==> config.mk <==
export PLATFORM = sky130hd
export DESIGN_NAME = frame_timestamp_capture
export DESIGN_NICKNAME = d
export VERILOG_FILES = /design/src/core/ts_capture_pkg.sv /design/src/core/ts_hold_reg.sv /design/src/core/frame_timestamp_capture.sv
export VERILOG_INCLUDE_DIRS = /design/src /design/src/core
export SDC_FILE = /design/constraint.sdc
export NUM_CORES = 1
export LEC_CHECK = 0
export ABC_AREA = 1
export BUFFER_PORTS_ARGS = -buffer_cell sky130_fd_sc_hd__buf_2
export CAP_MARGIN = 20
export CELL_PAD_IN_SITES_DETAIL_PLACEMENT = 0
export CELL_PAD_IN_SITES_GLOBAL_PLACEMENT = 1
export CORE_AREA = 2 2 129 131
export DETAILED_ROUTE_END_ITERATION = 10
export DIE_AREA = 0 0 131 133
export HOLD_SLACK_MARGIN = 0.02
export PLACE_DENSITY = 0.91
export SLEW_MARGIN = 20
export SYNTH_ARGS = -nofsm -noshare
export SYNTH_HDL_FRONTEND = slang
export SYNTH_SLANG_ARGS = --single-unit
==> constraint.sdc <==
create_clock -name clk -period 2.3 [get_ports clk]
set_input_delay 0.23 -clock clk [delete_from_list [all_inputs] [get_ports clk]]
set_output_delay 0.23 -clock clk [all_outputs]
set_load 0.005 [all_outputs]
==> src/core/ts_capture_map.svh <==
// Register map and field constants for the frame timestamp capture unit
// Summary of operation
// [RQ1] Timestamping works only while the precise-time enable bit is one.
// [RQ2] Client logic flags each event frame with the event-frame flag alongside the frame.
// [RQ3] Every sent frame returns a 32-bit capture, a 4-bit sequence tag and a status word.
// [RQ4] Status bit 5 is set when the frame carried the event-frame flag.
// [RQ5] A flagged frame's capture is also stored in the held transmit-capture register.
// [RQ6] Storing a held capture sets the capture-ready bit in the event register.
// [RQ7] Software flags a frame, waits for capture-ready, then reads the held capture.
// [RQ8] Unflagged frames never touch the held capture or the capture-ready bit.
// [RQ9] Every received frame latches the timer at delimiter detection as its receive capture.
// [RQ10] The receive DMA copies the receive capture into the frame's descriptor.
// [RQ11] The interrupt request rises only for event bits whose mask bit is set.
// [RQ12] Event bits clear on writing one, ignore zero, and reset to zero.
// [RQ13] The sequence tag advances by one per sent frame and wraps from fifteen to zero.
// [RQ14] The receive capture holds stable until the frame end is delivered.
`ifndef TS_CAPTURE_MAP_SVH
`define TS_CAPTURE_MAP_SVH
`define REG_IRQ_EVENT 8'h04
`define REG_IRQ_MASK 8'h08
`define REG_CONTROL 8'h10
`define REG_HELD_CAPTURE 8'h14
`define REG_SEQ_STATUS 8'h18
`define CTRL_ENABLE_BIT 0
`define EVT_CAPTURE_READY_BIT 0
`define EVT_TIMER_WRAP_BIT 1
`define EVT_WIDTH 2
`define TX_STAT_FLAG_BIT 5
`define TX_STAT_WIDTH 8
`define RESET_WORD 32'h0000_0000
`endif

==> src/core/ts_capture_pkg.sv <==
// Types shared by the frame timestamp capture unit
package ts_capture_pkg;
  typedef struct packed {
    logic valid;
    logic [31:0] value;
    logic [3:0] seq_tag;
    logic [7:0] status;
  } tx_capture_t;
  typedef struct packed {
    logic valid;
    logic [31:0] value;
  } rx_capture_t;
  typedef enum logic [1:0] {
    rx_idle,
    rx_in_frame
  } rx_state_t;
endpackage

==> src/core/ts_hold_reg.sv <==
// Loadable holding register with reset and clock enable
`timescale 1ns/10ps
module ts_hold_reg #(
  parameter int WIDTH = 32
) (
  input wire logic clk,
  input wire logic reset_n,
  input wire logic clk_en,
  input wire logic load,
  input wire logic [WIDTH-1:0] din,
  output logic [WIDTH-1:0] dout
);
  logic [WIDTH-1:0] next_dout;

  initial begin
    if (WIDTH < 1) $error("ts_hold_reg width must be positive");
  end

  always_comb begin
    next_dout = load ? din : dout;
  end

  always_ff @(posedge clk) begin
    if (!reset_n) begin
      dout <= '0;
    end else if (clk_en) begin
      dout <= next_dout;
    end
  end
endmodule

==> src/core/frame_timestamp_capture.sv <==
// Frame timestamp capture unit: transmit and receive capture with register port
`timescale 1ns/10ps
`include "ts_capture_map.svh"
module frame_timestamp_capture #(
  parameter int TS_WIDTH = 32,
  parameter int SEQ_WIDTH = 4
) (
  input wire logic clk,
  input wire logic reset_n,
  input wire logic clk_en,
  input wire logic [31:0] timer_value,
  input wire logic timer_wrap_event,
  input wire logic tx_frame_done,
  input wire logic tx_event_frame_flag,
  input wire logic [TS_WIDTH-1:0] tx_frame_timer,
  input wire logic [`TX_STAT_WIDTH-1:0] tx_frame_status,
  output ts_capture_pkg::tx_capture_t tx_capture,
  input wire logic rx_sfd_detect,
  input wire logic rx_frame_end,
  output ts_capture_pkg::rx_capture_t rx_capture,
  input wire logic [7:0] reg_addr,
  input wire logic [31:0] reg_wdata,
  input wire logic reg_write,
  input wire logic reg_read,
  output logic [31:0] reg_rdata,
  output logic irq
);
  import ts_capture_pkg::*;

  initial begin
    if (TS_WIDTH != 32) $error("TS_WIDTH must be 32");
    if (SEQ_WIDTH != 4) $error("SEQ_WIDTH must be 4");
  end

  logic precise_time_enable;
  logic next_enable;
  logic [`EVT_WIDTH-1:0] irq_event_reg;
  logic [`EVT_WIDTH-1:0] next_event;
  logic [`EVT_WIDTH-1:0] irq_mask_reg;
  logic [`EVT_WIDTH-1:0] next_mask;
  logic [31:0] next_rdata;
  logic [SEQ_WIDTH-1:0] tx_frame_seq_tag;
  logic [SEQ_WIDTH-1:0] next_seq;
  tx_capture_t next_tx;
  rx_capture_t next_rx;
  rx_state_t rx_state;
  rx_state_t next_rx_state;
  logic [31:0] held_tx_capture;
  logic tx_done_on;
  logic hold_load;

  assign tx_done_on = tx_frame_done && precise_time_enable;
  // [RQ5] [RQ8] Only flagged frames load
  assign hold_load = tx_done_on && tx_event_frame_flag;

  ts_hold_reg #(
    .WIDTH(TS_WIDTH)
  ) u_held (
    .clk(clk),
    .reset_n(reset_n),
    .clk_en(clk_en),
    .load(hold_load),
    .din(tx_frame_timer),
    .dout(held_tx_capture)
  );

  // Register group: control, mask, event bits
  always_comb begin
    next_enable = precise_time_enable;
    next_mask = irq_mask_reg;
    next_event = irq_event_reg;
    if (reg_write && reg_addr == `REG_CONTROL) begin
      next_enable = reg_wdata[`CTRL_ENABLE_BIT];
    end else if (reg_write && reg_addr == `REG_IRQ_MASK) begin
      next_mask = reg_wdata[`EVT_WIDTH-1:0];
    end else if (reg_write && reg_addr == `REG_IRQ_EVENT) begin
      // [RQ12] Write one to clear
      next_event = irq_event_reg & ~reg_wdata[`EVT_WIDTH-1:0];
    end
    // [RQ6] Capture ready; set beats clear
    if (hold_load) begin
      next_event[`EVT_CAPTURE_READY_BIT] = 1'b1;
    end
    if (timer_wrap_event && precise_time_enable) begin
      next_event[`EVT_TIMER_WRAP_BIT] = 1'b1;
    end
  end

  // Read data valid only in the cycle after the strobe
  always_comb begin
    next_rdata = `RESET_WORD;
    if (reg_read) begin
      if (reg_addr == `REG_IRQ_EVENT) begin
        next_rdata = {{(32-`EVT_WIDTH){1'b0}}, irq_event_reg};
      end else if (reg_addr == `REG_IRQ_MASK) begin
        next_rdata = {{(32-`EVT_WIDTH){1'b0}}, irq_mask_reg};
      end else if (reg_addr == `REG_CONTROL) begin
        next_rdata = {31'h0000_0000, precise_time_enable};
      end else if (reg_addr == `REG_HELD_CAPTURE) begin
        next_rdata = held_tx_capture;
      end else if (reg_addr == `REG_SEQ_STATUS) begin
        next_rdata = {28'h000_0000, tx_frame_seq_tag};
      end
    end
  end

  always_ff @(posedge clk) begin
    if (!reset_n) begin
      precise_time_enable <= 1'b0;
      irq_mask_reg <= '0;
      irq_event_reg <= '0;
      reg_rdata <= `RESET_WORD;
    end else if (clk_en) begin
      precise_time_enable <= next_enable;
      irq_mask_reg <= next_mask;
      irq_event_reg <= next_event;
      reg_rdata <= next_rdata;
    end
  end

  // [RQ11] Masked interrupt level
  assign irq = |(irq_event_reg & irq_mask_reg);

  // Transmit return path
  always_comb begin
    next_seq = tx_frame_seq_tag;
    next_tx = tx_capture;
    next_tx.valid = 1'b0;
    // [RQ1] [RQ3] Per-frame return
    if (tx_done_on) begin
      next_tx.valid = 1'b1;
      next_tx.value = tx_frame_timer;
      next_tx.seq_tag = tx_frame_seq_tag;
      next_tx.status = tx_frame_status;
      // [RQ4] Flag echo bit
      next_tx.status[`TX_STAT_FLAG_BIT] = tx_event_frame_flag;
      // [RQ13] Tag wraps naturally
      next_seq = tx_frame_seq_tag + 4'h1;
    end
  end

  always_ff @(posedge clk) begin
    if (!reset_n) begin
      tx_capture <= '0;
      tx_frame_seq_tag <= '0;
    end else if (clk_en) begin
      tx_capture <= next_tx;
      tx_frame_seq_tag <= next_seq;
    end
  end

  // Receive capture machine
  always_comb begin
    next_rx_state = rx_state;
    next_rx = rx_capture;
    case (rx_state)
      rx_idle: begin
        // [RQ9] Latch at delimiter
        if (rx_sfd_detect && precise_time_enable) begin
          next_rx.value = timer_value;
          next_rx.valid = 1'b1;
          next_rx_state = rx_in_frame;
        end
      end
      rx_in_frame: begin
        // [RQ14] Hold until frame end
        if (rx_frame_end) begin
          next_rx.valid = 1'b0;
          next_rx_state = rx_idle;
        end
      end
      default: begin
        next_rx_state = rx_idle;
      end
    endcase
  end

  always_ff @(posedge clk) begin
    if (!reset_n) begin
      rx_state <= rx_idle;
      rx_capture <= '0;
    end else if (clk_en) begin
      rx_state <= next_rx_state;
      rx_capture <= next_rx;
    end
  end

  // Assertions
  property p_hold;
    @(posedge clk) disable iff (!reset_n)
      (clk_en && hold_load) |=> held_tx_capture == $past(tx_frame_timer);
  endproperty
  held_capture_load_a: assert property (p_hold) else $error("held capture not loaded"); // RQ5
  ready_set_a: assert property (@(posedge clk) disable iff (!reset_n)
    (clk_en && hold_load) |=> irq_event_reg[`EVT_CAPTURE_READY_BIT]) // RQ6
    else $error("capture ready not set");
  unflagged_hold_a: assert property (@(posedge clk) disable iff (!reset_n)
    (clk_en && !hold_load) |=> $stable(held_tx_capture)) // RQ8
    else $error("held capture disturbed");
  tx_status_flag_a: assert property (@(posedge clk) disable iff (!reset_n)
    (clk_en && tx_done_on) |=> tx_capture.valid &&
      tx_capture.status[`TX_STAT_FLAG_BIT] == $past(tx_event_frame_flag)) // RQ4
    else $error("status flag bit wrong");
  disabled_quiet_a: assert property (@(posedge clk) disable iff (!reset_n)
    (!precise_time_enable && clk_en) |=> !tx_capture.valid) // RQ1
    else $error("capture while disabled");
  seq_advance_a: assert property (@(posedge clk) disable iff (!reset_n)
    (clk_en && tx_done_on) |=> tx_frame_seq_tag == $past(tx_frame_seq_tag) + 4'h1) // RQ13
    else $error("sequence tag did not advance");
  tx_value_a: assert property (@(posedge clk) disable iff (!reset_n)
    (clk_en && tx_done_on) |=> tx_capture.value == $past(tx_frame_timer)) // RQ3
    else $error("returned capture wrong");
  rx_latch_a: assert property (@(posedge clk) disable iff (!reset_n)
    (clk_en && rx_state == rx_idle && rx_sfd_detect && precise_time_enable)
      |=> rx_capture.valid && rx_capture.value == $past(timer_value)) // RQ9
    else $error("receive capture not latched");
  rx_stable_a: assert property (@(posedge clk) disable iff (!reset_n)
    (rx_state == rx_in_frame && !rx_frame_end) |=> $stable(rx_capture.value)) // RQ14
    else $error("receive capture moved in frame");
  irq_mask_a: assert property (@(posedge clk) disable iff (!reset_n)
    irq == |(irq_event_reg & irq_mask_reg) && (irq_mask_reg == '0 -> !irq)) // RQ11
    else $error("interrupt not masked");
  w1c_clear_a: assert property (@(posedge clk) disable iff (!reset_n)
    (clk_en && reg_write && reg_addr == `REG_IRQ_EVENT && reg_wdata[0] && !hold_load)
      |=> !irq_event_reg[`EVT_CAPTURE_READY_BIT]) // RQ12
    else $error("event bit not cleared");
  flagged_frame_c: cover property (@(posedge clk) clk_en && hold_load);
  rx_frame_c: cover property (@(posedge clk) rx_state == rx_in_frame && rx_frame_end);
  irq_raise_c: cover property (@(posedge clk) $rose(irq));
  seq_wrap_c: cover property (@(posedge clk) tx_done_on && tx_frame_seq_tag == 4'hf);
endmodule

==> impl_metrics.csv <==
group,metric,value,unit
global_routing,antenna_found_initial,1,
die,core-area,16200,sq um
synth,ys_ff_latch,152,
synth,synthDominantCellAreaShare,53.4,%
synth,yosys.cell_count.top_type,"dfxtp_1",
cts,htree_levels,4,
pwr,power_density,790,nW/um^2
pwr,power,6.00,mW
finish,regMostFlops,"tx_capture",
synth,synth_seq_area_share,53.4,%
flow_run,drv_cap,0,
synth,yosysWarnings,0,
timing,fin_crit,1620,ps
die,die_x,131,um
timing,fin_crit_sh,70.4,%
synth,async_reset_ff_share,0,%
finish,reg_top3,"tx_capture (45), rx_capture (33)",
timing,fin_tns_setup,0,ps
routing,routed_wl,16400,um
die,num_rows,47,
timing,slew_headroom,35.3,%
synth,synth.avg_cell_area,7.77,sq um
timing,setup_viol,0,
worst_setup_path,setup.worst_path.end_class,"flop",
timing,fin_skew,5.53,ps
worst_setup_path,critPathKind,"reg2reg",
global_routing,grt_pass1_vias,5145,
synth,synth_flop_cell,"dfxtp_1",
synth,synth.distinct_cells,27,
pwr,p_leak,3.37,nW
synth,synth_common_cells,"dfxtp_1 (152), nand2_1 (143), nor2_1 (138)",
worst_setup_path,startpoint_type,"flop",
cts,clk_path_buf_depth,2,
place,dp_hpwl,11200,um
synth,syn_inst,733,
worst_setup_path,cp_max_fo,37,
routing,drtIter0Drc,269,
routing,via_count,5439,
synth,synth_edf_count,0,
worst_setup_path,cp.arrival,1970,ps
timing,rsz0062_at_grt,"false",
die,io_pins,233,
timing,finalMaxSlewViolations,0,
routing,antenna_left,0,
die,dieHeight,133,um
routing,drcViolationCount,0,
routing,routedWlPerCell,14.1,um
finish,layout.nets,1048,
die,start_util,35.2,%
synth,syn-cell-area,5700,sq um
cts,clkLatencyLatePin,420,ps
synth,yosys.area.top_type,"dfxtp_1",
cts,tritoncts,"yes",
routing,dr.pass1.iters,5,
global_routing,grt_pass1_wl,25800,um
finish,synthToLayoutAreaGrowth,33.3,%
synth,synth_area_leaders,"dfxtp_1 (53%), nand2_1 (9.4%), nor2_1 (9.1%)",
finish,drive_gt1_share,27.7,%
cts,clk_pin_slew,60,ps
routing,viasPerCell,4.69,
synth,syn_nets,856,
cts,numCtsBuffers,17,
place,portBuffers,201,
timing,clock.fmax,618,MHz
global_routing,grt_max_degree,72,
timing,final_hold_viol_count,0,
cts,cts_root_buf,"clkbuf_16",
outcome,run_status,"complete, no violations",
place,routabilityCongestion,0.809,
timing,tightest_slew,969,ps
global_routing,overflow,0,
worst_hold_path,min_path_type,"in2reg",
worst_setup_path,required,2650,ps
finish,largest_reg_flops,45,
global_routing,grt_usage,19.0,%
pwr,ir_drop,0.000443,V
cts,cts_sinks,152,
die,die_area,17400,sq um
cts,postCtsSetupRepairBufs,0,
-- timing repair --
| action | CTS | global route |
|---|---|---|
| hold buffers | 14 | 0 |
| gates resized for setup | 0 | 0 |
| hold endpoints to repair | 14 | 0 |
-- cells by family (layout without fill, tap and decap cells) --
family	count (synthesis)	after routing	synth area share [%]
AOI/OAI and AO/OA	162	162	14.3
xor gates and xnor gates	1	1	0.154
adders and majority gates	1	1	0.220
buffers and inverters	77	282	6.43
DFF	152	152	53.4
other	0	1	0
and+or+nand+nor	340	340	25.5
-- final timing paths --
path,from,end,slack [ps],cells past startpoint
worst min-delay path,timer_value[5],rx_capture[5],40,3
worst max-delay path,precise_time_enable,u_held.dout[21],680,6
worst max register to register,precise_time_enable,u_held.dout[21],680,6
worst min register to register,u_held.dout[2],u_held.dout[2],460,2
-- layout by cell type (no fill, tap or decap), types with 7 or more instances in the layout --
master,synthesis,routed
nand4_1,31,31
nand2_1,143,143
dlygate4sd3_1,0,14
nor2_1,138,138
dfxtp_1,152,152
clkbuf_16,0,17
a21oi_1,88,88
inv_1,20,20
buf_2,21,201
nand3_1,12,12
o21ai_0,71,71
buf_4,6,7
-- per-layer routing --
| metal | vias up | part of all wire (%) | routed length (um) | track usage [%] |
|---|---|---|---|---|
| li1 | 2779 | - | - | - |
| met1 | 2466 | 45 | 7360 | 24.4 |
| met2 | 166 | 46 | 7480 | 29.4 |
| met3 | 28 | 6.8 | 1110 | 5.74 |
| met4 | 0 | 2.6 | 421 | 8.22 |
| met5 | - | 0 | 0 | 0 |
-- critical path, cell delays in order (launching register included) --
cell and delay (ps):
dfxtp_1 420, nand3_2 120, inv_2 100, nand2_4 200, inv_2 480, nor2_1 100, nor2_1 120
-- cell type report --
type	instances	area (sq um)
flip-flops and latches	152	3040
fillers	1609	8580
clock buffers	20	437
clock inverters	12	223
well taps	220	275
multi-input cells	504	2290
repair buffers	223	1220
diodes	1	2.50
inverters	27	106
-- through the flow --
stage / hold slack (ps) / worst slack, ps / instance area, sq um / cells / util, %
floorplan: 365 / 1210 / 5700 / 733 / -
global placement: 442 / 699 / 6790 / 1112 / 42.0
detailed placement: 447 / 678 / 6790 / 1112 / 42.0
CTS: 21.1 / 672 / 7590 / 1158 / 46.9
global route: 34.9 / 495 / 7590 / 1159 / 47.0
finish: 38.3 / 682 / 7590 / 1159 / 47.0
-- report_power, final --
group          leakage, nW  switching, mW  internal, mW
logic                 1.84          0.141        0.0940
clock network        0.315           1.09          2.04
registers             1.22       0.000360          2.63
(Power assumes the default switching activity.)
